File: src/shared/irq_wake_map.vh
`ifndef IRQ_WAKE_MAP_VH
`define IRQ_WAKE_MAP_VH
// byte offsets of the register words
`define OFF_STATUS      8'h00
`define OFF_MASK        8'h04
`define OFF_CTRL        8'h08
`define OFF_FLAGS       8'h0C
`define OFF_VECTOR      8'h10
`define OFF_SAVED       8'h14
// pending flag positions
`define PF_TIMER        0
`define PF_CHANGE       1
`define PF_EXT          2
`define PF_CONV         3
`define PF_PWM1         4
`define PF_PWM2         5
`define PF_PWM3         6
`define PF_CMP          7
`define PF_LVD          8
// control register fields
`define CTL_EDGE        0
`define CTL_LOWFREQ     1
`define CTL_WATCHDOG    2
// flags register fields (timeout, power-down, global enable, sleep)
`define FLG_TO          0
`define FLG_PD          1
`define FLG_GIE         2
`define FLG_SLEEP       3
// reset values
`define MASK_RST        9'h000
`define CTRL_RST        3'h0
// noise filter length in system clocks
`define FILT_CYCLES     8
// vectors
`define VEC_EXT         10'h003
`define VEC_CHANGE      10'h006
`define VEC_TIMER       10'h009
`define VEC_CONV        10'h00C
`define VEC_CMP         10'h00F
`define VEC_PWM1        10'h012
`define VEC_PWM2        10'h015
`define VEC_PWM3        10'h018
`define VEC_LVD         10'h01B
`endif

File: src/verilog/irq_wake_ctrl.v
// The implementer's own choices: the register offsets and the AXI4-Lite interface to the registers.
`timescale 1ns/1ps
`include "irq_wake_map.vh"
module irq_wake_ctrl #(
  parameter NSRC = 9
) (
  // clock and reset
  input  wire        aclk,
  input  wire        aresetn,
  // reset causes and power events
  input  wire        power_on_pulse,
  input  wire        reset_pin_n,
  input  wire        low_voltage_reset,
  input  wire        watchdog_timeout,
  // core instruction strobes, vector entry strobe and context values
  input  wire        watchdog_clear_instruction,
  input  wire        sleep_instruction,
  input  wire        enable_interrupts_instruction,
  input  wire        disable_interrupts_instruction,
  input  wire        return_from_interrupt_instruction,
  input  wire        vector_taken,
  input  wire [7:0]  accumulator,
  input  wire [7:0]  status_core_register,
  input  wire [7:0]  file_select_register,
  // event sources
  input  wire        timer_counter_overflow,
  input  wire [7:0]  port6_pins,
  input  wire        port6_read,
  input  wire        ext_int_pin,
  input  wire        conversion_done,
  input  wire [2:0]  pwm_period_match,
  input  wire        comparator_out,
  input  wire        low_voltage_detect,
  // to the core
  output reg         core_reset,
  output reg         wake_up,
  output reg         irq_request,
  output reg  [9:0]  irq_vector,
  output reg  [7:0]  saved_accumulator,
  output reg  [7:0]  saved_status,
  output reg  [7:0]  saved_fsr,
  // axi4-lite slave
  input  wire [7:0]  s_axi_awaddr,
  input  wire        s_axi_awvalid,
  output reg         s_axi_awready,
  input  wire [31:0] s_axi_wdata,
  input  wire [3:0]  s_axi_wstrb,
  input  wire        s_axi_wvalid,
  output reg         s_axi_wready,
  output reg  [1:0]  s_axi_bresp,
  output reg         s_axi_bvalid,
  input  wire        s_axi_bready,
  input  wire [7:0]  s_axi_araddr,
  input  wire        s_axi_arvalid,
  output reg         s_axi_arready,
  output reg  [31:0] s_axi_rdata,
  output reg  [1:0]  s_axi_rresp,
  output reg         s_axi_rvalid,
  input  wire        s_axi_rready
);

  reg  [NSRC-1:0] pend_r;
  reg  [NSRC-1:0] mask_r;
  reg  [2:0]      ctrl_r;
  reg             to_r;
  reg             pd_r;
  reg             gie_r;
  reg             sleep_r;
  reg  [7:0]      port_ref_r;
  reg             ext_filt_r;
  reg             ext_prev_r;
  reg  [3:0]      filt_cnt_r;
  reg             cmp_prev_r;
  reg  [7:0]      aw_addr_r;
  reg  [31:0]     w_data_r;
  reg  [3:0]      w_strb_r;
  reg             aw_have_r;
  reg             w_have_r;
  reg  [NSRC-1:0] pend_nxt;
  reg  [NSRC-1:0] clr_mask;
  reg  [NSRC-1:0] win_sel;
  reg  [9:0]      win_vec;
  reg             win_any;

  wire        watchdog_reset = watchdog_timeout & ctrl_r[`CTL_WATCHDOG];
  wire        ext_raw   = ctrl_r[`CTL_LOWFREQ] ? ext_int_pin : ext_filt_r;
  wire        ext_edge  = ctrl_r[`CTL_EDGE] ? (ext_prev_r & ~ext_raw)
                                            : (~ext_prev_r & ext_raw);
  wire        change_ev = (port6_pins != port_ref_r);
  wire        wr_go     = aw_have_r & w_have_r & ~s_axi_bvalid;
  wire [NSRC-1:0] events = {low_voltage_detect, comparator_out ^ cmp_prev_r,
                            pwm_period_match, conversion_done, ext_edge,
                            change_ev & mask_r[`PF_CHANGE], timer_counter_overflow};

  // noise filter: level must stand 8 clocks before it is believed
  always @(posedge aclk) begin
    if (!aresetn) begin
      ext_filt_r <= 1'b0;
      filt_cnt_r <= 4'h0;
    end else if (ext_int_pin == ext_filt_r) begin
      filt_cnt_r <= 4'h0;
    end else if (filt_cnt_r == `FILT_CYCLES - 1) begin
      ext_filt_r <= ext_int_pin;
      filt_cnt_r <= 4'h0;
    end else begin
      filt_cnt_r <= filt_cnt_r + 4'h1;
    end
  end

  // priority pick: low-voltage first, then by vector order
  always @* begin
    win_sel = {NSRC{1'b0}};
    win_vec = 10'h000;
    win_any = 1'b0;
    if (pend_r[`PF_LVD] & mask_r[`PF_LVD]) begin
      win_sel[`PF_LVD] = 1'b1; win_vec = `VEC_LVD;
    end else if (pend_r[`PF_EXT] & mask_r[`PF_EXT]) begin
      win_sel[`PF_EXT] = 1'b1; win_vec = `VEC_EXT;
    end else if (pend_r[`PF_CHANGE] & mask_r[`PF_CHANGE]) begin
      win_sel[`PF_CHANGE] = 1'b1; win_vec = `VEC_CHANGE;
    end else if (pend_r[`PF_TIMER] & mask_r[`PF_TIMER]) begin
      win_sel[`PF_TIMER] = 1'b1; win_vec = `VEC_TIMER;
    end else if (pend_r[`PF_CONV] & mask_r[`PF_CONV]) begin
      win_sel[`PF_CONV] = 1'b1; win_vec = `VEC_CONV;
    end else if (pend_r[`PF_CMP] & mask_r[`PF_CMP]) begin
      win_sel[`PF_CMP] = 1'b1; win_vec = `VEC_CMP;
    end else if (pend_r[`PF_PWM1] & mask_r[`PF_PWM1]) begin
      win_sel[`PF_PWM1] = 1'b1; win_vec = `VEC_PWM1;
    end else if (pend_r[`PF_PWM2] & mask_r[`PF_PWM2]) begin
      win_sel[`PF_PWM2] = 1'b1; win_vec = `VEC_PWM2;
    end else if (pend_r[`PF_PWM3] & mask_r[`PF_PWM3]) begin
      win_sel[`PF_PWM3] = 1'b1; win_vec = `VEC_PWM3;
    end
    win_any = |win_sel;
  end

  // software clear of flags (write one to clear), set wins
  always @* begin
    clr_mask = {NSRC{1'b0}};
    if (wr_go && aw_addr_r == `OFF_STATUS) begin
      clr_mask = w_data_r[NSRC-1:0] & {{(NSRC-8){w_strb_r[1]}}, {8{w_strb_r[0]}}};
    end
    pend_nxt = (pend_r & ~clr_mask) | events;
  end

  // flags, mask, control, event history
  always @(posedge aclk) begin
    if (!aresetn) begin
      pend_r     <= {NSRC{1'b0}};
      mask_r     <= `MASK_RST;
      ctrl_r     <= `CTRL_RST;
      port_ref_r <= 8'h00;
      ext_prev_r <= 1'b0;
      cmp_prev_r <= 1'b0;
    end else begin
      pend_r     <= pend_nxt;
      ext_prev_r <= ext_raw;
      cmp_prev_r <= comparator_out;
      if (port6_read | change_ev)
        port_ref_r <= port6_pins;
      if (wr_go && aw_addr_r == `OFF_MASK && w_strb_r[0])
        mask_r[7:0] <= w_data_r[7:0];
      if (wr_go && aw_addr_r == `OFF_MASK && w_strb_r[1])
        mask_r[8] <= w_data_r[8];
      if (wr_go && aw_addr_r == `OFF_CTRL && w_strb_r[0])
        ctrl_r <= w_data_r[2:0];
    end
  end

  // timeout and power-down bits, sleep and global enable
  always @(posedge aclk) begin
    if (!aresetn) begin
      to_r    <= 1'b1;
      pd_r    <= 1'b1;
      gie_r   <= 1'b0;
      sleep_r <= 1'b0;
    end else if (power_on_pulse) begin
      to_r <= 1'b1; pd_r <= 1'b1; gie_r <= 1'b0; sleep_r <= 1'b0;
    end else if (sleep_r) begin
      if (watchdog_reset) begin
        to_r <= 1'b0; pd_r <= 1'b0; sleep_r <= 1'b0;
      end else if (!reset_pin_n || low_voltage_reset ||
                   (change_ev && mask_r[`PF_CHANGE])) begin
        to_r <= 1'b1; pd_r <= 1'b0; sleep_r <= 1'b0;
      end
    end else if (watchdog_reset) begin
      to_r <= 1'b0; pd_r <= 1'b1; gie_r <= 1'b0;
    end else if (!reset_pin_n || low_voltage_reset) begin
      gie_r <= 1'b0;
    end else begin
      if (watchdog_clear_instruction) begin
        to_r <= 1'b1; pd_r <= 1'b1;
      end
      if (sleep_instruction) begin
        to_r <= 1'b1; pd_r <= 1'b0; sleep_r <= 1'b1;
      end
      if (vector_taken)
        gie_r <= 1'b0;
      else if (enable_interrupts_instruction | return_from_interrupt_instruction)
        gie_r <= 1'b1;
      else if (disable_interrupts_instruction)
        gie_r <= 1'b0;
    end
  end

  // core-facing outputs and context save
  always @(posedge aclk) begin
    if (!aresetn) begin
      core_reset   <= 1'b1;
      wake_up      <= 1'b0;
      irq_request  <= 1'b0;
      irq_vector   <= 10'h000;
      saved_accumulator <= 8'h00;
      saved_status <= 8'h00;
      saved_fsr    <= 8'h00;
    end else begin
      core_reset  <= power_on_pulse | ~reset_pin_n | low_voltage_reset | watchdog_reset;
      wake_up     <= sleep_r & change_ev & mask_r[`PF_CHANGE];
      irq_request <= gie_r & win_any & ~vector_taken;
      irq_vector  <= win_vec;
      if (vector_taken) begin
        saved_accumulator <= accumulator;
        saved_status <= status_core_register;
        saved_fsr    <= file_select_register;
      end
    end
  end

  // axi4-lite write channel
  always @(posedge aclk) begin
    if (!aresetn) begin
      aw_have_r <= 1'b0; w_have_r <= 1'b0;
      aw_addr_r <= 8'h00; w_data_r <= 32'h00000000; w_strb_r <= 4'h0;
      s_axi_awready <= 1'b0; s_axi_wready <= 1'b0;
      s_axi_bvalid <= 1'b0; s_axi_bresp <= 2'h0;
    end else begin
      s_axi_awready <= ~aw_have_r & ~(s_axi_awvalid & s_axi_awready);
      s_axi_wready  <= ~w_have_r & ~(s_axi_wvalid & s_axi_wready);
      if (s_axi_awvalid & s_axi_awready) begin
        aw_have_r <= 1'b1; aw_addr_r <= s_axi_awaddr;
      end
      if (s_axi_wvalid & s_axi_wready) begin
        w_have_r <= 1'b1; w_data_r <= s_axi_wdata; w_strb_r <= s_axi_wstrb;
      end
      if (wr_go) begin
        s_axi_bvalid <= 1'b1;
        s_axi_bresp  <= (aw_addr_r == `OFF_STATUS || aw_addr_r == `OFF_MASK ||
                         aw_addr_r == `OFF_CTRL) ? 2'h0 : 2'h2;
      end else if (s_axi_bvalid & s_axi_bready) begin
        s_axi_bvalid <= 1'b0; aw_have_r <= 1'b0; w_have_r <= 1'b0;
      end
    end
  end

  // axi4-lite read channel
  always @(posedge aclk) begin
    if (!aresetn) begin
      s_axi_arready <= 1'b0; s_axi_rvalid <= 1'b0;
      s_axi_rdata <= 32'h00000000; s_axi_rresp <= 2'h0;
    end else begin
      s_axi_arready <= ~s_axi_rvalid & ~(s_axi_arvalid & s_axi_arready);
      if (s_axi_arvalid & s_axi_arready) begin
        s_axi_rvalid <= 1'b1;
        s_axi_rresp  <= 2'h0;
        if (s_axi_araddr == `OFF_STATUS)
          s_axi_rdata <= {23'h0, pend_r & mask_r};
        else if (s_axi_araddr == `OFF_MASK)
          s_axi_rdata <= {23'h0, mask_r};
        else if (s_axi_araddr == `OFF_CTRL)
          s_axi_rdata <= {29'h0, ctrl_r};
        else if (s_axi_araddr == `OFF_FLAGS)
          s_axi_rdata <= {28'h0, sleep_r, gie_r, pd_r, to_r};
        else if (s_axi_araddr == `OFF_VECTOR)
          s_axi_rdata <= {21'h0, win_any, win_vec};
        else if (s_axi_araddr == `OFF_SAVED)
          s_axi_rdata <= {8'h00, saved_fsr, saved_status, saved_accumulator};
        else begin
          s_axi_rdata <= 32'h00000000; s_axi_rresp <= 2'h2;
        end
      end else if (s_axi_rvalid & s_axi_rready) begin
        s_axi_rvalid <= 1'b0;
      end
    end
  end

endmodule // irq_wake_ctrl

File: config.mk
export PLATFORM = sky130hd
export DESIGN_NAME = irq_wake_ctrl
export DESIGN_NICKNAME = d
export VERILOG_FILES = /design/src/verilog/irq_wake_ctrl.v
export VERILOG_INCLUDE_DIRS = /design/src /design/src/shared
export SDC_FILE = /design/constraint.sdc
export NUM_CORES = 1
export LEC_CHECK = 0
export ABC_AREA = 1
export BUFFER_PORTS_ARGS = -buffer_cell sky130_fd_sc_hd__buf_2
export CORE_MARGIN = 3
export CORE_UTILIZATION = 25
export CTS_CLUSTER_DIAMETER = 100
export DETAILED_ROUTE_END_ITERATION = 8
export GPL_TIMING_DRIVEN = 0
export SETUP_SLACK_MARGIN = 0.3
export SYNTH_ARGS = -nofsm -noshare
export SYNTH_HDL_FRONTEND = slang
export SYNTH_SLANG_ARGS = --single-unit
File: constraint.sdc
create_clock -name aclk -period 1.56 [get_ports aclk]
set_clock_uncertainty 0.05 [all_clocks]
set_input_delay 0.156 -clock aclk [delete_from_list [all_inputs] [get_ports aclk]]
set_output_delay 0.156 -clock aclk [all_outputs]
set_load 0.005 [all_outputs]
## Yosys cells after proc, flatten, opt, wreduce, memory -nomap -nowiden

Cells that the tools add are included.

- Bits in registers: 139
- Bits in latches: 0
- Bits in writable memories: 0
- Memory bits (read-only): 0
- Input bits: 110
- Logic and storage cells: 200
- Memories: 0

- Add/subtract/negate cells: 1
- Multiply operators: 0
- Divide/modulo/power cells: 0
- Order comparisons: 0
- Equality and inequality tests: 12
- Shifts and indexed selects: 0
- Multiplexer cells: 78
- Bitwise gates (word level): 52
- Reduce and logical (&&, ||, !) cells: 24

Operators with widths:

| kind | count |
|---|---|
| $mux 24 | 6 |
| $mux 5 | 12 |
| $mux 1 | 47 |
| $and 1x1->1 | 27 |
| $and 9x9->9 | 3 |
| $eq 8x4->1 const B | 3 |
| $mux 2 | 9 |
| $eq 8x3->1 const B | 2 |
| $eq 8x5->1 const B | 2 |
| $logic_not 8->1 | 2 |
| $not 1->1 | 14 |
| $mux 9 | 1 |
| $not 9->9 | 1 |
| $or 9x9->9 | 1 |
| $reduce_or 9->1 | 1 |
| $mux 8 | 1 |
| $ne 8x8->1 | 1 |
| $logic_and 1x1->1 | 7 |
| $or 1x1->1 | 5 |
| $reduce_bool 5->1 | 1 |
| $add 4x1->4 const B | 1 |
| $eq 4x3->1 const B | 1 |
| $logic_or 1x1->1 | 4 |
| $mux 4 | 1 |
| other kinds (12) | 14 |

## Longest topological paths before layout

Gate-level depths: netlist of the first run.

- Depth after elaboration: 16
- Mapped depth: 14

## Least setup slack after synthesis of the first run

No wires, ideal clock.

- Path type: register to register
- Start: register aw_addr_r[0]
- End: register pend_r[0]
- Library setup time: 0.132 ns
- Arrival time: 1.193 ns
- Required time: 1.378 ns
- Setup slack: 0.185 ns
- Stages on the path, launching flop included: 6
- Period minus slack after synthesis: 1.375 ns
- Cell sequence: dfxtp_1 or2_4 nor4_2 nand3_2 o21ai_1 a21oi_1

- Cells in the longest elaborated chain, start to end: 6

Ends and longest elaborated chain:

| element | line | source |
|---|---|---|
| start: declaration | irq_wake_ctrl.v:74 | `reg [7:0] aw_addr_r;` |
| start signal: assignment | irq_wake_ctrl.v:233 | `aw_addr_r <= 8'h00; w_data_r <= 32'h00000000; w_strb_r <= 4'h0;` |
| start signal: assignment | irq_wake_ctrl.v:240 | `aw_have_r <= 1'b1; aw_addr_r <= s_axi_awaddr;` |
| $logic_not 8->1 (no source line) | n/a |  |
| $logic_and 1x1->1 (no source line) | n/a |  |
| $mux 9 | irq_wake_ctrl.v:140 | `` if (wr_go && aw_addr_r == `OFF_STATUS) begin `` |
| $not 9->9 | irq_wake_ctrl.v:143 | `pend_nxt = (pend_r & ~clr_mask) \| events;` |
| $and 9x9->9 | irq_wake_ctrl.v:143 |  |
| $or 9x9->9 | irq_wake_ctrl.v:143 |  |
| end signal: assignment | irq_wake_ctrl.v:149 | `pend_r <= {NSRC{1'b0}};` |
| end signal: assignment | irq_wake_ctrl.v:156 | `pend_r <= pend_nxt;` |
| end: declaration | irq_wake_ctrl.v:62 | `reg [NSRC-1:0] pend_r;` |

No other way between the ends.
A chain may end at the register's enable or synchronous reset.

## Worst setup path in the final report of the first run

- Start: register aw_addr_r[4]
- End: register pend_r[4]

Same word-level chain as after synthesis.

==> impl_metrics.toml, run 1 <==
[placed_design]
place_area_um2 = 6210
dp_hpwl_mm = 11.7
gp_congestion = 0.871
dp.cells = 1083
place.port_buffers = 146

[global_route]
grt_max_degree = 17
antenna_found_initial = 0
grt_pass1_wl_mm = 25.6
grt_pass1_vias = 5013
grt.total_usage = 0.148
grt_overflow = 0

[layout]
final_nets = 1051
finalNonFillerCells = 1217
layout_commonest_cell = "buf_2"
drive_above_1_share = 0.378
antenna-diode-count = 0
mostFrequentLayoutCells = "buf_2 (148), dfxtp_1 (98), nand2_1 (94)"
final_area_um2 = 8120
syn_to_final_growth_pct = 60.4
fillCellCount = 2034

[logic_synthesis]
synth_top_family_by_area = "simple AND/OR/NAND/NOR gates"
ys_warn_count = 0
netlist_area_um2 = 5060
muxShareOfSynthArea = 0
ys_seq_elements = 124
synth_seq_area_share = 0.490
synth_compound_area_frac = 0.178
synth-xor-area-share = 0.0173
synthAdderAreaFrac = 0.00247
synth_cells = 658
synth-simple-area-share = 0.214
avgSynthCellArea_um2 = 7.69
ys_types = 44

[routing]
drt-initial-drc-count = 262
wl_per_cell_um = 13.7
drtAntennaViolNets = 0
route.detailed.drc = 0
vias_per_cell = 4.34
routed_wirelength_mm = 16.7
dr.pass1.iters = 4
via_count = 5277

[die]
placementRows = 51
fp.dieW_um = 148
num_io_pins = 188
die_area_um2 = 22000
coreArea_um2 = 19700
start_util = 0.258
die_h_um = 148

[worst_setup_path]
reg2reg_depth = 6
cp_max_fo = 8
crit_required_ns = 1.78
path_class = "register to register"
cp-end-kind = "register"
cp-start-kind = "register"
crit_arrival_ns = 1.73

[sta]
worst_pin_slew_ns = 0.742
setup_viol = 0
finalHoldViolCount = 0
rsz0062_at_grt = "true"
period_minus_slack_ns = 1.51
slew_viol_final = 0
max_freq_ghz = 0.663
fin_crit_sh = 0.967
slew_headroom = 0.499

[cts]
insertion_delay_ns = 0.42
clkTransAtPathRegs_ns = 0.05
clock-sinks = 124
cts-buffers-inserted = 17
tritoncts = "done"
clk_path_buf_depth = 2
cts_max_level = 4
root_buffer = "clkbuf_16"

[worst_hold_path]
hold_path.class = "primary input to register"
hold_depth = 3

[power_and_ir_drop]
ir_worst_vdd_mv = 0.816
p_leak_nw = 3.86
p_per_area_nw_per_um2 = 1000

[run]
maxCapViolations = 0

[outcome]
status = "finished, final reports clean"
-- path summary, 6_finish.rpt --
check	start	endpoint	slack [ns]
hold reg to reg	s_axi_rdata[2]	s_axi_rdata[2]	0.40
setup / recovery	aw_addr_r[4]	pend_r[4]	0.05
hold / removal	s_axi_wdata[4]	w_data_r[4]	0.004
setup reg to reg	aw_addr_r[4]	pend_r[4]	0.05
-- metal layers --
metal  vias up  part of all wire  GRT usage
li1       2678                 -          -
met1      2407              0.46      0.194
met2       174              0.46      0.241
met3        18             0.070     0.0414
met4         0             0.012     0.0439
met5         -                 0          0
-- report_power, final --
| group | leakage, nW | internal [mW] | switching [mW] |
|---|---|---|---|
| Clock | 0.281 | 2.53 | 1.38 |
| Combinational | 2.55 | 0.413 | 0.425 |
| Sequential | 1.03 | 3.30 | 0.0955 |
| Total | 3.86 | 6.25 | 1.90 |
-- layout make-up --
| class | count | area, um^2 | area share |
|---|---|---|---|
| inverters | 74 | 282 | 0.0347 |
| repair buffers | 248 | 1690 | 0.208 |
| flip-flops and latches | 124 | 2520 | 0.310 |
| repair inverters | 1 | 5.00 | 0.000617 |
| plain buffers | 37 | 233 | 0.0287 |
| clock inverters | 8 | 118 | 0.0145 |
| well taps | 265 | 332 | 0.0408 |
| multi-input cells | 437 | 2480 | 0.306 |
| clock buffers | 23 | 458 | 0.0564 |
-- critical path: stages (launching register included) --
cell	delay [ns]
dfxtp_2	0.33
nor2_4	0.13
nand2_2	0.09
nor4_4	0.31
nand3_4	0.21
o21ai_1	0.17
a21oi_1	0.07
-- cell usage after synthesis, drive strengths merged --
cell,count,area share
nand2b,1,0.0012
a21boi,1,0.0015
o211ai,2,0.0030
nand4,4,0.0062
a221oi,1,0.0017
clkinv,1,0.00074
a22o,1,0.0017
o311ai,1,0.0017
o2111ai,1,0.0017
inv,73,0.054
o21ai,92,0.092
nor2,74,0.064
or2,2,0.0030
nand2,125,0.095
nor3b,3,0.0044
buf,22,0.031
conb,1,0.00074
a211oi,1,0.0015
a21oi,66,0.067
nor3,7,0.010
nor4,1,0.0025
nand3,24,0.027
xnor2,9,0.016
o31ai,3,0.0044
a211o,1,0.0017
xor2,1,0.0017
ha,1,0.0025
dfxtp,124,0.49
clkbuf,15,0.011
-- cell families (layout without fill, tap and decap cells) --
kind of cell    count (synthesis)  count (layout)
flops                         124             124
fa+ha+maj                       1               1
compound gates                170             170
buf+inv                       111             391
xor+xnor                       10              10
other cells                     1              15
simple gates                  241             241
-- flip-flops by register name (all words and copies together) (netlist names), 2 cells and up --
name and count:
saved_status 8, s_axi_rdata 24, aw_addr_r 8, w_data_r 9, saved_accumulator 8, irq_vector 5, mask_r 9, filt_cnt_r 4
pend_r 9, saved_fsr 8, w_strb_r 2, port_ref_r 8, ctrl_r 3
-- per-stage QoR --
step	setup slack, ns	util	power [mW]	TNS [ns]	hold slack [ns]
after detailed placement	-0.247	0.316	4.09	-6.08	0.302
after floorplan	0.251	-	3.80	0	0.199
final	0.0523	0.413	8.14	0	0.00379
after global routing	-0.0359	0.413	8.44	-0.213	0.0447
after global placement	-0.289	0.316	4.08	-6.47	0.308
after CTS	0.0740	0.395	8.14	0	0.00427
-- timing repair --
item | in CTS | in global routing
pin swaps | 27 | 35
endpoints found under the setup margin | 69 | 80
setup buffers | 24 | 14
gates resized for setup | 53 | 73
cloned | 0 | 1
hold buffers | 64 | 0
endpoints found under the hold margin | 66 | 0
(Power assumes the default switching activity.)
==> run 2: changes to the inputs <==
Settings changed: ABC_AREA 1 to 0.
==> run 2 against run 1 <==
  * The flow now finishes with violations (setup timing)
  * Cell count is 11% lower
  * Highest routed layer is now met5
  * Design area is 2.4% lower
  * Critical endpoint is now mask_r[4]
  * Global-route usage is 0.78 points lower
  * Utilization is 1.4 points lower
  * First-iteration DRC count is 26% lower
  * Total power is 1.3% higher
  * Sequential cell count stayed put
==> impl_metrics.toml, run 2 <==
[outcome]
status = "complete, but fails checks"
failed_checks = "setup timing"

[logic_synthesis]
synth.most_common_cell = "dfxtp_1"
synth-edff-count = 0
ys_seq_elements = 124
yosys.area.top_type = "dfxtp_1"
synth_cells = 543
yosys-top-cells-count = "dfxtp_1 (124), nand2_1 (79), nor2b_1 (44)"
async_flop_share = 0
avgSynthCellArea_um2 = 9.46
netlist.area_leader.share = 0.483
netlist_area_um2 = 5130
ys.flop_type = "dfxtp_1"
ys_types = 50
ys_warn_count = 0
synth.area.top_cells = "dfxtp_1 (48%), mux2i_1 (8.0%), nand2_1 (5.8%), nor2b_1 (5.4%), a21boi_0 (3.7%)"
synth_seq_area_share = 0.483

[worst_setup_path]
cp_max_fo = 8
crit_path_top_delay_cell = "dfxtp_2"
crit_arrival_ns = 1.89
timing.rr.start = "aw_addr_r[4]"
worst-path-stages = 6
crit_required_ns = 1.81
crit_path_max_incr_delay_ns = 0.33
reg2reg_depth = 6
cpLargestDelayFamily = "simple AND/OR/NAND/NOR gates"
cp_cell_sequence = "nor4_4 -> and4b_2 -> and3_4 -> buf_8 -> mux2i_1 -> nor2b_1"
setup.worst_path.end = "mask_r[4]"
r2r_end = "mask_r[4]"
rrSetupSlack_ns = -0.08
cp-start-kind = "register"
path_class = "register to register"
worst-path-buf-inv = 1
cp-startpoint = "aw_addr_r[4]"
cp-end-kind = "register"

[layout]
largest_register = "s_axi_rdata"
antenna-diode-count = 0
mostFrequentLayoutCells = "buf_2 (146), dfxtp_1 (113), nand2_1 (78)"
layout_commonest_cell = "buf_2"
syn_to_final_growth_pct = 54.4
final_nets = 916
largest_register_ffs = 24
utilization = 0.399
drive_above_1_share = 0.333

[routing]
vias_per_cell = 4.37
drtAntennaViolNets = 0
wl_per_cell_um = 14.5
drt-initial-drc-count = 194
via_count = 4725
dr.pass1.iters = 4
route.detailed.drc = 0
routed_wirelength_mm = 15.7

[sta]
period_minus_slack_ns = 1.64
setup_viol = 9
fin_crit_sh = 1.05
max_freq_ghz = 0.609
slew_headroom = 0.601
slew_viol_final = 0
worst_pin_slew_ns = 0.599
fin_hold_ws_ns = 0.0403
setup_slack_ns = -0.0818
finalHoldViolCount = 0
rsz0062_at_grt = "true"

[cts]
clk_path_buf_depth = 2
cts-buffers-inserted = 17
root_buffer = "clkbuf_16"
clkTransAtPathRegs_ns = 0.06
clock-sinks = 124
insertion_delay_ns = 0.41
tritoncts = "done"
cts_max_level = 4

[die]
start_util = 0.259
die_h_um = 149
coreArea_um2 = 19800
fp.dieW_um = 149
placementRows = 51
die_area_um2 = 22300
num_io_pins = 188

[worst_hold_path]
hold_path.class = "primary input to register"

[power_and_ir_drop]
ir_worst_vdd_mv = 0.701
p_sw_frac = 0.227
pwr-share-seq = 0.409
p_leak_nw = 3.50
p_sw_mw = 1.87
p_per_area_nw_per_um2 = 1040
clock_power_share = 0.498
intPower_mw = 6.38
power_frac_comb = 0.093

[placed_design]
gp_congestion = 0.790
dp_hpwl_mm = 11.6
place.port_buffers = 144

[global_route]
grt_pass1_wl_mm = 24.6
grt_max_degree = 17
grt_overflow = 0
grt.total_usage = 0.141
antenna_found_initial = 1
grt_pass1_vias = 4651

[run]
maxCapViolations = 0
==> run 2: changes by cell type in the layout (fill, tap and decap cells not counted), sizes merged, moves of 25 or more <==
cell / before / now
o21ai: 92 / 18
inv: 73 / 10
a21oi: 66 / 10
nor2: 74 / 18
nand2: 125 / 79
nor2b: 0 / 44
mux2i: 0 / 41
a21boi: 1 / 26
==> run 2: worst min path at each step <==
stage | start | end | slack, ns | depth (start not counted)
finish | aresetn | gie_r | 0.04 | 3
global route | ext_int_pin | ext_filt_r | 0.03 | 3
CTS | ext_int_pin | ext_filt_r | 0.01 | 3
detailed placement | port6_pins[4] | port_ref_r[4] | 0.34 | 2
global placement | port6_pins[4] | port_ref_r[4] | 0.33 | 2
floorplan | power_on_pulse | to_r | 0.22 | 2
==> run 2: logic make-up after synthesis <==
kind of cell	Yosys count	share of synthesized area
AND/OR/NAND/NOR	203	0.210
flip-flops	124	0.483
AO/OA/AOI/OAI	110	0.154
buffers and inverters	51	0.0497
multiplexers	41	0.0799
XOR/XNOR	12	0.0205
adder cells (fa/ha/maj)	1	0.00244
other	1	0.000730
==> run 2: area by class of cell <==
cell class / instances / area, um^2
Buffer: 41 / 256
Clock buffer: 22 / 484
Clock inverter: 9 / 136
Fill cell: 2003 / 11900
Inverter: 10 / 37.5
Multi-Input combinational cell: 382 / 2620
Sequential cell: 124 / 2500
Tap cell: 265 / 332
Timing Repair Buffer: 229 / 1570
==> run 2: metrics by stage <==
stage          setup WS (ns)  power (mW)  area (um^2)  TNS (ns)  instances
4_1_cts              -0.0836        8.34         7800    -0.683       1076
6_report             -0.0818        8.25         7930    -0.577       1082
3_5_place_dp          -0.378        4.03         6270    -10.92        966
5_1_grt               -0.163        8.60         7930     -1.85       1082
3_3_place_gp          -0.375        4.02         6270    -10.74        966
2_1_floorplan         -0.121        3.74         5220    -0.847        557
==> run 2: repair_timing <==
action                     in CTS  in global routing
setup endpoints to repair      67                 78
hold endpoints to repair       66                  0
gates resized for setup        51                 30
buffers inserted               17                  5
pin swaps                      41                 22
cloned                          0                  1
hold buffers                   62                  0
==> run 2: worst register-to-register path, delay by kind of cell (launching register included) <==
kind	cells	cell delay, ns
AND/OR/NAND/NOR	4	0.80
flip-flops	1	0.33
multiplexers	1	0.20
buffers and inverters	1	0.14
==> run 2: power groups by stage <==
stage,combinational [mW],clock [mW],sequential [mW]
2_1_floorplan,0.332,0,3.41
3_3_place_gp,0.590,0,3.43
5_1_grt,0.854,4.36,3.39
4_1_cts,0.754,4.21,3.37
3_5_place_dp,0.593,0,3.44
6_report,0.766,4.11,3.37
==> run 2: routing by layer <==
layer | global-route usage | wire length, um
met1 | 0.176 | 7010
met4 | 0.0371 | 110
met2 | 0.236 | 7380
met5 | 0 | 7
met3 | 0.0428 | 1230
